File: src/rtl/hlc_cfg.svh
`ifndef HLC_CFG_SVH
`define HLC_CFG_SVH

// register byte offsets
`define HLC_OFS_CTRL_ZERO 8'h00
`define HLC_OFS_CTRL_ONE 8'h04
`define HLC_OFS_LINK_STATUS 8'h08

// host_link_control_zero field positions
`define HLC_Z_CTRL_IRQ_EN 0
`define HLC_Z_SYS_MGMT_EN 1
`define HLC_Z_WAKE_EN 2
`define HLC_Z_HW_SDWN_EN 3
`define HLC_Z_WMASK 8'h0F

// host_link_control_one field positions
`define HLC_O_CTRL_IRQ_BIT 0
`define HLC_O_SYS_MGMT_BIT 1
`define HLC_O_WAKE_BIT 2
`define HLC_O_SOFT_SDWN 3
`define HLC_O_SOFT_RST 4
`define HLC_O_IRQ_BUSY 5

// link status field positions
`define HLC_S_HW_RESET 0
`define HLC_S_HW_SDWN 1
`define HLC_S_PWR_DOWN 2
`define HLC_S_ARM_RST 3
`define HLC_S_ARM_SDWN 4

// reset values
`define HLC_CTRL_ZERO_RST 8'h00
`define HLC_OUT_BITS_RST 3'h0

`endif

File: src/rtl/hlc_pkg.sv
package hlc_pkg;
  // axi response codes
  typedef enum logic [1:0] {
    HLC_RESP_OKAY = 2'b00,
    HLC_RESP_SLVERR = 2'b10
  } hlc_resp_t;
  // register word of the bank
  typedef logic [31:0] hlc_word_t;
endpackage

File: src/rtl/hlc_reg_if.sv
`timescale 1ns/1ps
// register access strobes between bus slave and bank
interface hlc_reg_if #(parameter int ADDR_W = 8);
  logic wr_en;
  logic [ADDR_W-1:0] wr_addr;
  logic [31:0] wr_data;
  logic [3:0] wr_strb;
  logic wr_err;
  logic rd_en;
  logic [ADDR_W-1:0] rd_addr;
  logic [31:0] rd_data;
  logic rd_err;
  modport slv (output wr_en, wr_addr, wr_data, wr_strb, rd_en, rd_addr,
    input wr_err, rd_data, rd_err);
  modport bank (input wr_en, wr_addr, wr_data, wr_strb, rd_en, rd_addr,
    output wr_err, rd_data, rd_err);
endinterface

File: src/rtl/hlc_axil_slave.sv
`timescale 1ns/1ps
module hlc_axil_slave import hlc_pkg::*; #(
  parameter int ADDR_W = 8
) (
  // clock and reset
  input wire logic aclk,
  input wire logic aresetn,
  // write address and data
  input wire logic [ADDR_W-1:0] awaddr,
  input wire logic awvalid,
  output logic awready,
  input wire logic [31:0] wdata,
  input wire logic [3:0] wstrb,
  input wire logic wvalid,
  output logic wready,
  // write response
  output logic [1:0] bresp,
  output logic bvalid,
  input wire logic bready,
  // read address and data
  input wire logic [ADDR_W-1:0] araddr,
  input wire logic arvalid,
  output logic arready,
  output logic [31:0] rdata,
  output logic [1:0] rresp,
  output logic rvalid,
  input wire logic rready,
  // bank side
  hlc_reg_if.slv rif
);

  logic aw_held_r;
  logic w_held_r;
  logic [ADDR_W-1:0] awaddr_r;
  logic [31:0] wdata_r;
  logic [3:0] wstrb_r;
  logic bvalid_r;
  logic [1:0] bresp_r;
  logic rvalid_r;
  logic [31:0] rdata_r;
  logic [1:0] rresp_r;
  wire aw_take;
  wire w_take;
  wire ar_take;

  // handshakes; a channel is closed while its item is held or its response waits
  assign awready = !aw_held_r && !bvalid_r;
  assign wready = !w_held_r && !bvalid_r;
  assign arready = !rvalid_r;
  assign aw_take = awvalid && awready;
  assign w_take = wvalid && wready;
  assign ar_take = arvalid && arready;

  // write strobe once both halves are held
  assign rif.wr_en = aw_held_r && w_held_r && !bvalid_r;
  assign rif.wr_addr = awaddr_r;
  assign rif.wr_data = wdata_r;
  assign rif.wr_strb = wstrb_r;
  assign rif.rd_en = ar_take;
  assign rif.rd_addr = araddr;

  assign bvalid = bvalid_r;
  assign bresp = bresp_r;
  assign rvalid = rvalid_r;
  assign rdata = rdata_r;
  assign rresp = rresp_r;

  // write address and data capture
  always_ff @(posedge aclk) begin
    if (!aresetn) begin
      aw_held_r <= 1'b0;
      w_held_r <= 1'b0;
      awaddr_r <= '0;
      wdata_r <= 32'h0;
      wstrb_r <= 4'h0;
    end else if (rif.wr_en) begin
      aw_held_r <= 1'b0;
      w_held_r <= 1'b0;
    end else begin
      if (aw_take) begin
        aw_held_r <= 1'b1;
        awaddr_r <= awaddr;
      end
      if (w_take) begin
        w_held_r <= 1'b1;
        wdata_r <= wdata;
        wstrb_r <= wstrb;
      end
    end
  end

  // write response
  always_ff @(posedge aclk) begin
    if (!aresetn) begin
      bvalid_r <= 1'b0;
      bresp_r <= HLC_RESP_OKAY;
    end else if (rif.wr_en) begin
      bvalid_r <= 1'b1;
      bresp_r <= rif.wr_err ? HLC_RESP_SLVERR : HLC_RESP_OKAY;
    end else if (bready) begin
      bvalid_r <= 1'b0;
    end
  end

  // read data captured at the address handshake
  always_ff @(posedge aclk) begin
    if (!aresetn) begin
      rvalid_r <= 1'b0;
      rdata_r <= 32'h0;
      rresp_r <= HLC_RESP_OKAY;
    end else if (ar_take) begin
      rvalid_r <= 1'b1;
      rdata_r <= rif.rd_data;
      rresp_r <= rif.rd_err ? HLC_RESP_SLVERR : HLC_RESP_OKAY;
    end else if (rready) begin
      rvalid_r <= 1'b0;
    end
  end

endmodule // hlc_axil_slave

File: src/rtl/hlc_ctrl_bank.sv
`timescale 1ns/1ps
`include "hlc_cfg.svh"

module hlc_ctrl_bank import hlc_pkg::*; #(
  parameter int ADDR_W = 8
) (
  // clock and reset
  input wire logic aclk,
  input wire logic aresetn,
  // axi4-lite write channels
  input wire logic [ADDR_W-1:0] awaddr,
  input wire logic [2:0] awprot,
  input wire logic awvalid,
  output logic awready,
  input wire logic [31:0] wdata,
  input wire logic [3:0] wstrb,
  input wire logic wvalid,
  output logic wready,
  output logic [1:0] bresp,
  output logic bvalid,
  input wire logic bready,
  // axi4-lite read channels
  input wire logic [ADDR_W-1:0] araddr,
  input wire logic [2:0] arprot,
  input wire logic arvalid,
  output logic arready,
  output logic [31:0] rdata,
  output logic [1:0] rresp,
  output logic rvalid,
  input wire logic rready,
  // link events from the transfer logic
  input wire logic serirq_frame_start,
  input wire logic serirq_frame_end,
  input wire logic lpc_hw_reset,
  input wire logic power_down_input_n,
  // host interface state
  output logic host_if_soft_reset,
  output logic host_if_soft_shutdown,
  output logic host_if_reset,
  output logic host_if_shutdown,
  // other pin functions, order wake, sys mgmt, ctrl irq
  input wire logic [2:0] alt_func_o,
  input wire logic [2:0] alt_func_oe,
  output logic [2:0] alt_func_sel,
  // open-drain sideband pins
  output logic wake_event_pin_o,
  output logic wake_event_pin_oe,
  output logic sys_mgmt_irq_pin_o,
  output logic sys_mgmt_irq_pin_oe,
  output logic ctrl_irq_pin_o,
  output logic ctrl_irq_pin_oe
);

  ////////////////////////////////////////////////////////////////////////
  // parameter check

  if (ADDR_W < 4 || ADDR_W > 32) begin : g_bad_addr_w
    $error("hlc_ctrl_bank: ADDR_W must lie in 4..32");
  end

  ////////////////////////////////////////////////////////////////////////
  // bus slave

  hlc_reg_if #(.ADDR_W(ADDR_W)) rif ();

  hlc_axil_slave #(.ADDR_W(ADDR_W)) u_slave (
    .aclk(aclk),
    .aresetn(aresetn),
    .awaddr(awaddr),
    .awvalid(awvalid),
    .awready(awready),
    .wdata(wdata),
    .wstrb(wstrb),
    .wvalid(wvalid),
    .wready(wready),
    .bresp(bresp),
    .bvalid(bvalid),
    .bready(bready),
    .araddr(araddr),
    .arvalid(arvalid),
    .arready(arready),
    .rdata(rdata),
    .rresp(rresp),
    .rvalid(rvalid),
    .rready(rready),
    .rif(rif)
  );

  ////////////////////////////////////////////////////////////////////////
  // state

  logic [7:0] ctrl_zero_r;
  logic [2:0] out_bits_r;
  logic [2:0] out_bits_nxt;
  logic soft_reset_bit_r;
  logic soft_reset_bit_nxt;
  logic soft_shutdown_bit_r;
  logic soft_shutdown_bit_nxt;
  logic serial_irq_busy_flag_r;
  logic serial_irq_busy_flag_nxt;
  logic arm_rst_r;
  logic arm_rst_nxt;
  logic arm_sdwn_r;
  logic arm_sdwn_nxt;
  logic pd_n_prev_r;

  ////////////////////////////////////////////////////////////////////////
  // decode

  wire [ADDR_W-1:0] ofs_zero = ADDR_W'(`HLC_OFS_CTRL_ZERO);
  wire [ADDR_W-1:0] ofs_one = ADDR_W'(`HLC_OFS_CTRL_ONE);
  wire [ADDR_W-1:0] ofs_stat = ADDR_W'(`HLC_OFS_LINK_STATUS);
  wire wr_lane0 = rif.wr_en && rif.wr_strb[0];
  wire wr_zero = wr_lane0 && (rif.wr_addr == ofs_zero);
  wire wr_one = wr_lane0 && (rif.wr_addr == ofs_one);
  wire wr_hit = (rif.wr_addr == ofs_zero) || (rif.wr_addr == ofs_one) ||
    (rif.wr_addr == ofs_stat);
  wire rd_is_zero = rif.rd_addr == ofs_zero;
  wire rd_is_one = rif.rd_addr == ofs_one;
  wire rd_is_stat = rif.rd_addr == ofs_stat;
  wire rd_one = rif.rd_en && rd_is_one;
  wire [7:0] wbyte = rif.wr_data[7:0];

  // link conditions
  wire hw_shutdown_enable = ctrl_zero_r[`HLC_Z_HW_SDWN_EN];
  wire hw_shutdown = hw_shutdown_enable && !power_down_input_n;
  wire hw_sdwn_release = hw_shutdown_enable == 1'b0 &&
    power_down_input_n && !pd_n_prev_r;
  wire any_reset = lpc_hw_reset || soft_reset_bit_r;
  wire any_shutdown = hw_shutdown || soft_shutdown_bit_r;

  // status words
  wire [7:0] ctrl_one_rd = {2'b00, serial_irq_busy_flag_r,
    soft_reset_bit_r, soft_shutdown_bit_r, out_bits_r};
  wire [7:0] stat_rd = {3'b000, arm_sdwn_r, arm_rst_r, !power_down_input_n,
    hw_shutdown, lpc_hw_reset};

  // read mux and error answers
  assign rif.rd_data = rd_is_zero ? {24'h0, ctrl_zero_r} :
    rd_is_one ? {24'h0, ctrl_one_rd} :
    rd_is_stat ? {24'h0, stat_rd} : 32'h0;
  assign rif.rd_err = !(rd_is_zero || rd_is_one || rd_is_stat);
  assign rif.wr_err = !wr_hit;

  ////////////////////////////////////////////////////////////////////////
  // serial interrupt busy flag

  always_comb begin
    serial_irq_busy_flag_nxt = serial_irq_busy_flag_r;
    if (serirq_frame_start) begin
      serial_irq_busy_flag_nxt = 1'b1;
    end else if (serirq_frame_end) begin
      serial_irq_busy_flag_nxt = 1'b0;
    end
    if (any_reset || any_shutdown) begin
      serial_irq_busy_flag_nxt = 1'b0;
    end
  end

  ////////////////////////////////////////////////////////////////////////
  // soft reset bit with read-before-write arming

  always_comb begin
    soft_reset_bit_nxt = soft_reset_bit_r;
    arm_rst_nxt = arm_rst_r;
    if (wr_one) begin
      arm_rst_nxt = 1'b0;
      if (!wbyte[`HLC_O_SOFT_RST]) begin
        soft_reset_bit_nxt = 1'b0;
      end else if (arm_rst_r) begin
        soft_reset_bit_nxt = 1'b1;
      end
    end
    if (rd_one) begin
      arm_rst_nxt = !soft_reset_bit_r;
    end
    if (lpc_hw_reset) begin
      soft_reset_bit_nxt = 1'b0;
    end
  end

  ////////////////////////////////////////////////////////////////////////
  // soft shutdown bit with read-before-write arming

  always_comb begin
    soft_shutdown_bit_nxt = soft_shutdown_bit_r;
    arm_sdwn_nxt = arm_sdwn_r;
    if (wr_one) begin
      arm_sdwn_nxt = 1'b0;
      if (!wbyte[`HLC_O_SOFT_SDWN]) begin
        soft_shutdown_bit_nxt = 1'b0;
      end else if (arm_sdwn_r) begin
        soft_shutdown_bit_nxt = 1'b1;
      end
    end
    if (rd_one) begin
      arm_sdwn_nxt = !soft_shutdown_bit_r;
    end
    if (any_reset || hw_shutdown || hw_sdwn_release) begin
      soft_shutdown_bit_nxt = 1'b0;
    end
  end

  // output bits; busy flag field of the write is dropped
  assign out_bits_nxt = wr_one ? wbyte[2:0] : out_bits_r;

  ////////////////////////////////////////////////////////////////////////
  // registers

  // control zero holds the pin enables and the shutdown enable
  always_ff @(posedge aclk) begin
    if (!aresetn) begin
      ctrl_zero_r <= `HLC_CTRL_ZERO_RST;
    end else if (wr_zero) begin
      ctrl_zero_r <= wbyte & `HLC_Z_WMASK;
    end
  end

  // control one fields
  always_ff @(posedge aclk) begin
    if (!aresetn) begin
      out_bits_r <= `HLC_OUT_BITS_RST;
      soft_reset_bit_r <= 1'b0;
      soft_shutdown_bit_r <= 1'b0;
      serial_irq_busy_flag_r <= 1'b0;
    end else begin
      out_bits_r <= out_bits_nxt;
      soft_reset_bit_r <= soft_reset_bit_nxt;
      soft_shutdown_bit_r <= soft_shutdown_bit_nxt;
      serial_irq_busy_flag_r <= serial_irq_busy_flag_nxt;
    end
  end

  // arming flags and power-down edge history
  always_ff @(posedge aclk) begin
    if (!aresetn) begin
      arm_rst_r <= 1'b0;
      arm_sdwn_r <= 1'b0;
      pd_n_prev_r <= 1'b1;
    end else begin
      arm_rst_r <= arm_rst_nxt;
      arm_sdwn_r <= arm_sdwn_nxt;
      pd_n_prev_r <= power_down_input_n;
    end
  end

  ////////////////////////////////////////////////////////////////////////
  // host interface state outputs

  assign host_if_soft_reset = soft_reset_bit_r;
  assign host_if_soft_shutdown = soft_shutdown_bit_r;
  assign host_if_reset = any_reset;
  assign host_if_shutdown = any_shutdown;

  ////////////////////////////////////////////////////////////////////////
  // open-drain sideband pins, index 0 ctrl irq, 1 sys mgmt, 2 wake

  logic [2:0] pin_o;
  logic [2:0] pin_oe;
  wire [2:0] pin_en = {ctrl_zero_r[`HLC_Z_WAKE_EN],
    ctrl_zero_r[`HLC_Z_SYS_MGMT_EN], ctrl_zero_r[`HLC_Z_CTRL_IRQ_EN]};

  for (genvar i = 0; i < 3; i++) begin : g_pin
    // enabled: drive low for bit 0, float for bit 1
    assign pin_o[i] = pin_en[i] ? 1'b0 : alt_func_o[i];
    assign pin_oe[i] = pin_en[i] ? !out_bits_r[i] : alt_func_oe[i];
    assign alt_func_sel[i] = !pin_en[i];
  end

  assign wake_event_pin_o = pin_o[`HLC_O_WAKE_BIT];
  assign wake_event_pin_oe = pin_oe[`HLC_O_WAKE_BIT];
  assign sys_mgmt_irq_pin_o = pin_o[`HLC_O_SYS_MGMT_BIT];
  assign sys_mgmt_irq_pin_oe = pin_oe[`HLC_O_SYS_MGMT_BIT];
  assign ctrl_irq_pin_o = pin_o[`HLC_O_CTRL_IRQ_BIT];
  assign ctrl_irq_pin_oe = pin_oe[`HLC_O_CTRL_IRQ_BIT];

endmodule // hlc_ctrl_bank

File: config.mk
export PLATFORM = sky130hd
export DESIGN_NAME = hlc_ctrl_bank
export DESIGN_NICKNAME = d
export VERILOG_FILES = /design/src/rtl/hlc_pkg.sv /design/src/rtl/hlc_reg_if.sv /design/src/rtl/hlc_axil_slave.sv /design/src/rtl/hlc_ctrl_bank.sv
export VERILOG_INCLUDE_DIRS = /design/src /design/src/rtl
export SDC_FILE = /design/constraint.sdc
export NUM_CORES = 1
export LEC_CHECK = 0
export BUFFER_PORTS_ARGS = -buffer_cell sky130_fd_sc_hd__buf_2
export CORE_ASPECT_RATIO = 0.6
export CORE_MARGIN = 2
export CORE_UTILIZATION = 44
export CTS_CLUSTER_DIAMETER = 40
export DETAILED_ROUTE_END_ITERATION = 10
export GPL_TIMING_DRIVEN = 0
export PLACE_DENSITY_LB_ADDON = 0.2
export SETUP_SLACK_MARGIN = 0.3
export SLEW_MARGIN = 5
export SYNTH_ARGS = -nofsm -noshare
export SYNTH_HDL_FRONTEND = slang
export SYNTH_SLANG_ARGS = --single-unit
export TNS_END_PERCENT = 10
File: constraint.sdc
create_clock -name aclk -period 2.6 [get_ports aclk]
set_input_delay 0.26 -clock aclk [delete_from_list [all_inputs] [get_ports aclk]]
set_output_delay 0.26 -clock aclk [all_outputs]
set_load 0.02 [all_outputs]
==> flow_summary.yaml <==
run_status:
  status: "complete, no violations"
floorplan:
  die_x_um: 88.23
  fp.dieH_um: 54.54
  core_region_area_um2: 4099
  start_util_pct: 45.70
  rows: 18
  die_area_um2: 4812
  ios: 129
clock_tree:
  clkLatencyLatePin_ps: 290
  cts_buffer_depth: 2
  cts.sinks: 39
  cts_buffers: 5
  post_cts_buffers: 0
  cts_root_buffer: "clkbuf_8"
  cts_tree: "yes"
  cts_hold_buf: 0
  cts_resized: 0
  h-tree-depth: 2
  cts.clk_slew.worst_paths_ps: 70
pwr:
  p_leak_uw: 0.001235
  peakVddDrop_uv: 345.7
  power_density_nw_per_um2: 561.9
  sequentialPowerShare_pct: 45.9
  p_int_uw: 1029
  combinationalPowerShare_pct: 17.0
  pwr-share-clk_pct: 37.1
  switching_share_pct: 26.22
  p_sw_uw: 365.7
placed_design:
  place_congestion: 0.7955
  postPlaceCellArea_um2: 2365
  portBuffers: 63
  hpwl_um: 3565
final_layout:
  final_common_cell: "buf_2"
  layout-drive-gt1-share_pct: 32.22
  mostFrequentLayoutCells: "buf_2, dfxtp_1, nand2_1, buf_4, conb_1"
  final_util_pct: 60.56
  diodes: 0
  areaGrowthSynthToFinish_pct: 32.53
  fillCellCount: 412
  num-nets-final: 403
  final_cell_area_um2: 2482
synthesis:
  ys_types: 36
  synth_edf_count: 0
  synth_flop_cell: "dfxtp_1"
  synth.yosys.seq_area_share_pct: 41.68
  synth_warnings: 0
  ys_async_sr_fraction_pct: 0
  synth_cells: 231
  syn_avg_cell_area_um2: 8.108
  ys_ff_latch: 39
  synthesis.area_um2: 1873
setup_path:
  crit_fanout: 4
  arrival_ps: 1740
  end_kind: "flip-flop"
  required_ps: 2760
  slowest_stage: "nor4_2"
  worst_setup_path_start_kind: "flip-flop"
  path_buf_inv: 0
  crit_type: "reg2reg"
  crit_family: "simple AND/OR/NAND/NOR gates"
  critPathMaxStageDelay_ps: 490
  cp_cell_sequence: "nor4_2 > nand4_1 > mux2i_1 > nor2_1"
routing:
  antenna_left: 0
  wl_per_cell_um: 11.59
  num_vias: 1765
  drt_first_iter_violations: 114
  drc_errors: 0
  routed_wl_um: 4510
  first_pass_iters: 4
  viasPerCell: 4.537
global_routing:
  grt_overflow: 0
  grt_use_total_pct: 19.84
  grt_pass1_vias: 1445
  grt_pass1_wl_um: 6982
  grt_max_degree: 13
  antenna_found_initial: 0
flow_run:
  drv_cap: 0
worst_hold_path:
  hold_path.class: "in2reg"
timing:
  min_period_ps: 1581
  hold_viol_final: 0
  fin_crit_sh_pct: 60.81
  tightest_slew_ps: 566.4
  setup_violations: 0
  tns_ps: 0
  rsz0062_at_grt: "false"
  clock.fmax_ghz: 0.6325
  drv_slew: 0
  maxSlewHeadroom_pct: 62.24
  clock-skew-final_ps: 8.299
[registers in the layout (all words and copies together), names as in the netlist, 3 cells and up]
signal,cells
out_bits_r,3
u_slave.rif.wr_data,5
ctrl_zero_r,4
u_slave.rif.wr_addr,8
u_slave.rdata,6
[layer usage]
layer	GRT usage (%)	vias up	share of wire, %
met5	0	-	0
met2	26.44	87	40
met3	7.089	0	12
li1	-	913	-
met1	29.48	765	49
met4	5.808	0	0
[area by class of cell]
cell class / count / area, um^2 / area share (%)
multi-input combinational: 177 / 927.1 / 37.35
inverter: 6 / 22.52 / 0.9073
clock buffer: 6 / 82.58 / 3.327
buffer: 36 / 244.0 / 9.829
clock inverter: 2 / 35.03 / 1.411
tap: 60 / 75.07 / 3.024
sequential: 39 / 780.7 / 31.45
timing repair buffer: 63 / 315.3 / 12.70
[power by group through the flow]
stage                     combinational [uW]  sequential, uW  clock, uW
after floorplan                          165             654          0
after global placement                   231             654          0
after global routing                     262             644        557
final                                    237             641        517
after CTS                                236             641        528
after detailed placement                 235             654          0
[worst paths after layout]
path	from	end	slack, ps	cells past startpoint
worst min register to register	u_slave.rdata[0]$_SDFFE_PN0P_	u_slave.rdata[0]$_SDFFE_PN0P_	450	2
worst max register to register	u_slave.rif.wr_addr[1]$_SDFFE_PN0P_	ctrl_zero_r[3]$_SDFFE_PN0P_	1020	4
worst max-delay path	u_slave.rif.wr_addr[1]$_SDFFE_PN0P_	ctrl_zero_r[3]$_SDFFE_PN0P_	1020	4
worst min-delay path	rready	u_slave.rvalid$_SDFFE_PN0P_	170	2
[Yosys cell counts (2+ instances only)]
library cell	count	area share [%]
nor2_1	24	4.8
o21ai_0	6	1.6
nand3_1	3	0.80
nand2_1	38	7.6
nor2b_1	7	2.3
buf_2	3	0.80
nand4_1	5	1.7
o32ai_1	2	0.94
dfxtp_1	39	42
o2bb2ai_1	2	0.94
mux2i_1	13	6.9
inv_1	5	1.0
and3b_1	2	0.94
nor3_1	2	0.53
buf_4	28	11
and2_1	4	1.3
nand2b_1	2	0.67
a21oi_1	22	5.9
clkbuf_1	5	1.0
a211oi_1	2	0.80
nor3b_1	2	0.80
[per-stage QoR]
stage / hold slack (ps) / total power (uW) / setup slack [ps] / cells
final: 173.0 / 1395 / 1019 / 389
after global routing: 160.4 / 1463 / 893.7 / 389
after CTS: 157.3 / 1405 / 1034 / 389
after detailed placement: 446.0 / 889.4 / 1036 / 381
after global placement: 436.1 / 885.1 / 1070 / 381
after floorplan: 333.0 / 819.2 / 1122 / 258
[logic make-up (layout without fill, tap and decap cells)]
| family | after synthesis | after routing | share of synthesized area [%] |
|---|---|---|---|
| AOI/OAI and AO/OA | 38 | 38 | 11.89 |
| buffers and inverters | 42 | 113 | 14.23 |
| DFF | 39 | 39 | 41.68 |
| muxes | 13 | 13 | 6.947 |
| other | 1 | 28 | 0.2002 |
| and+or+nand+nor | 98 | 98 | 25.05 |
No activity file was read; power rests on OpenSTA's default activity.
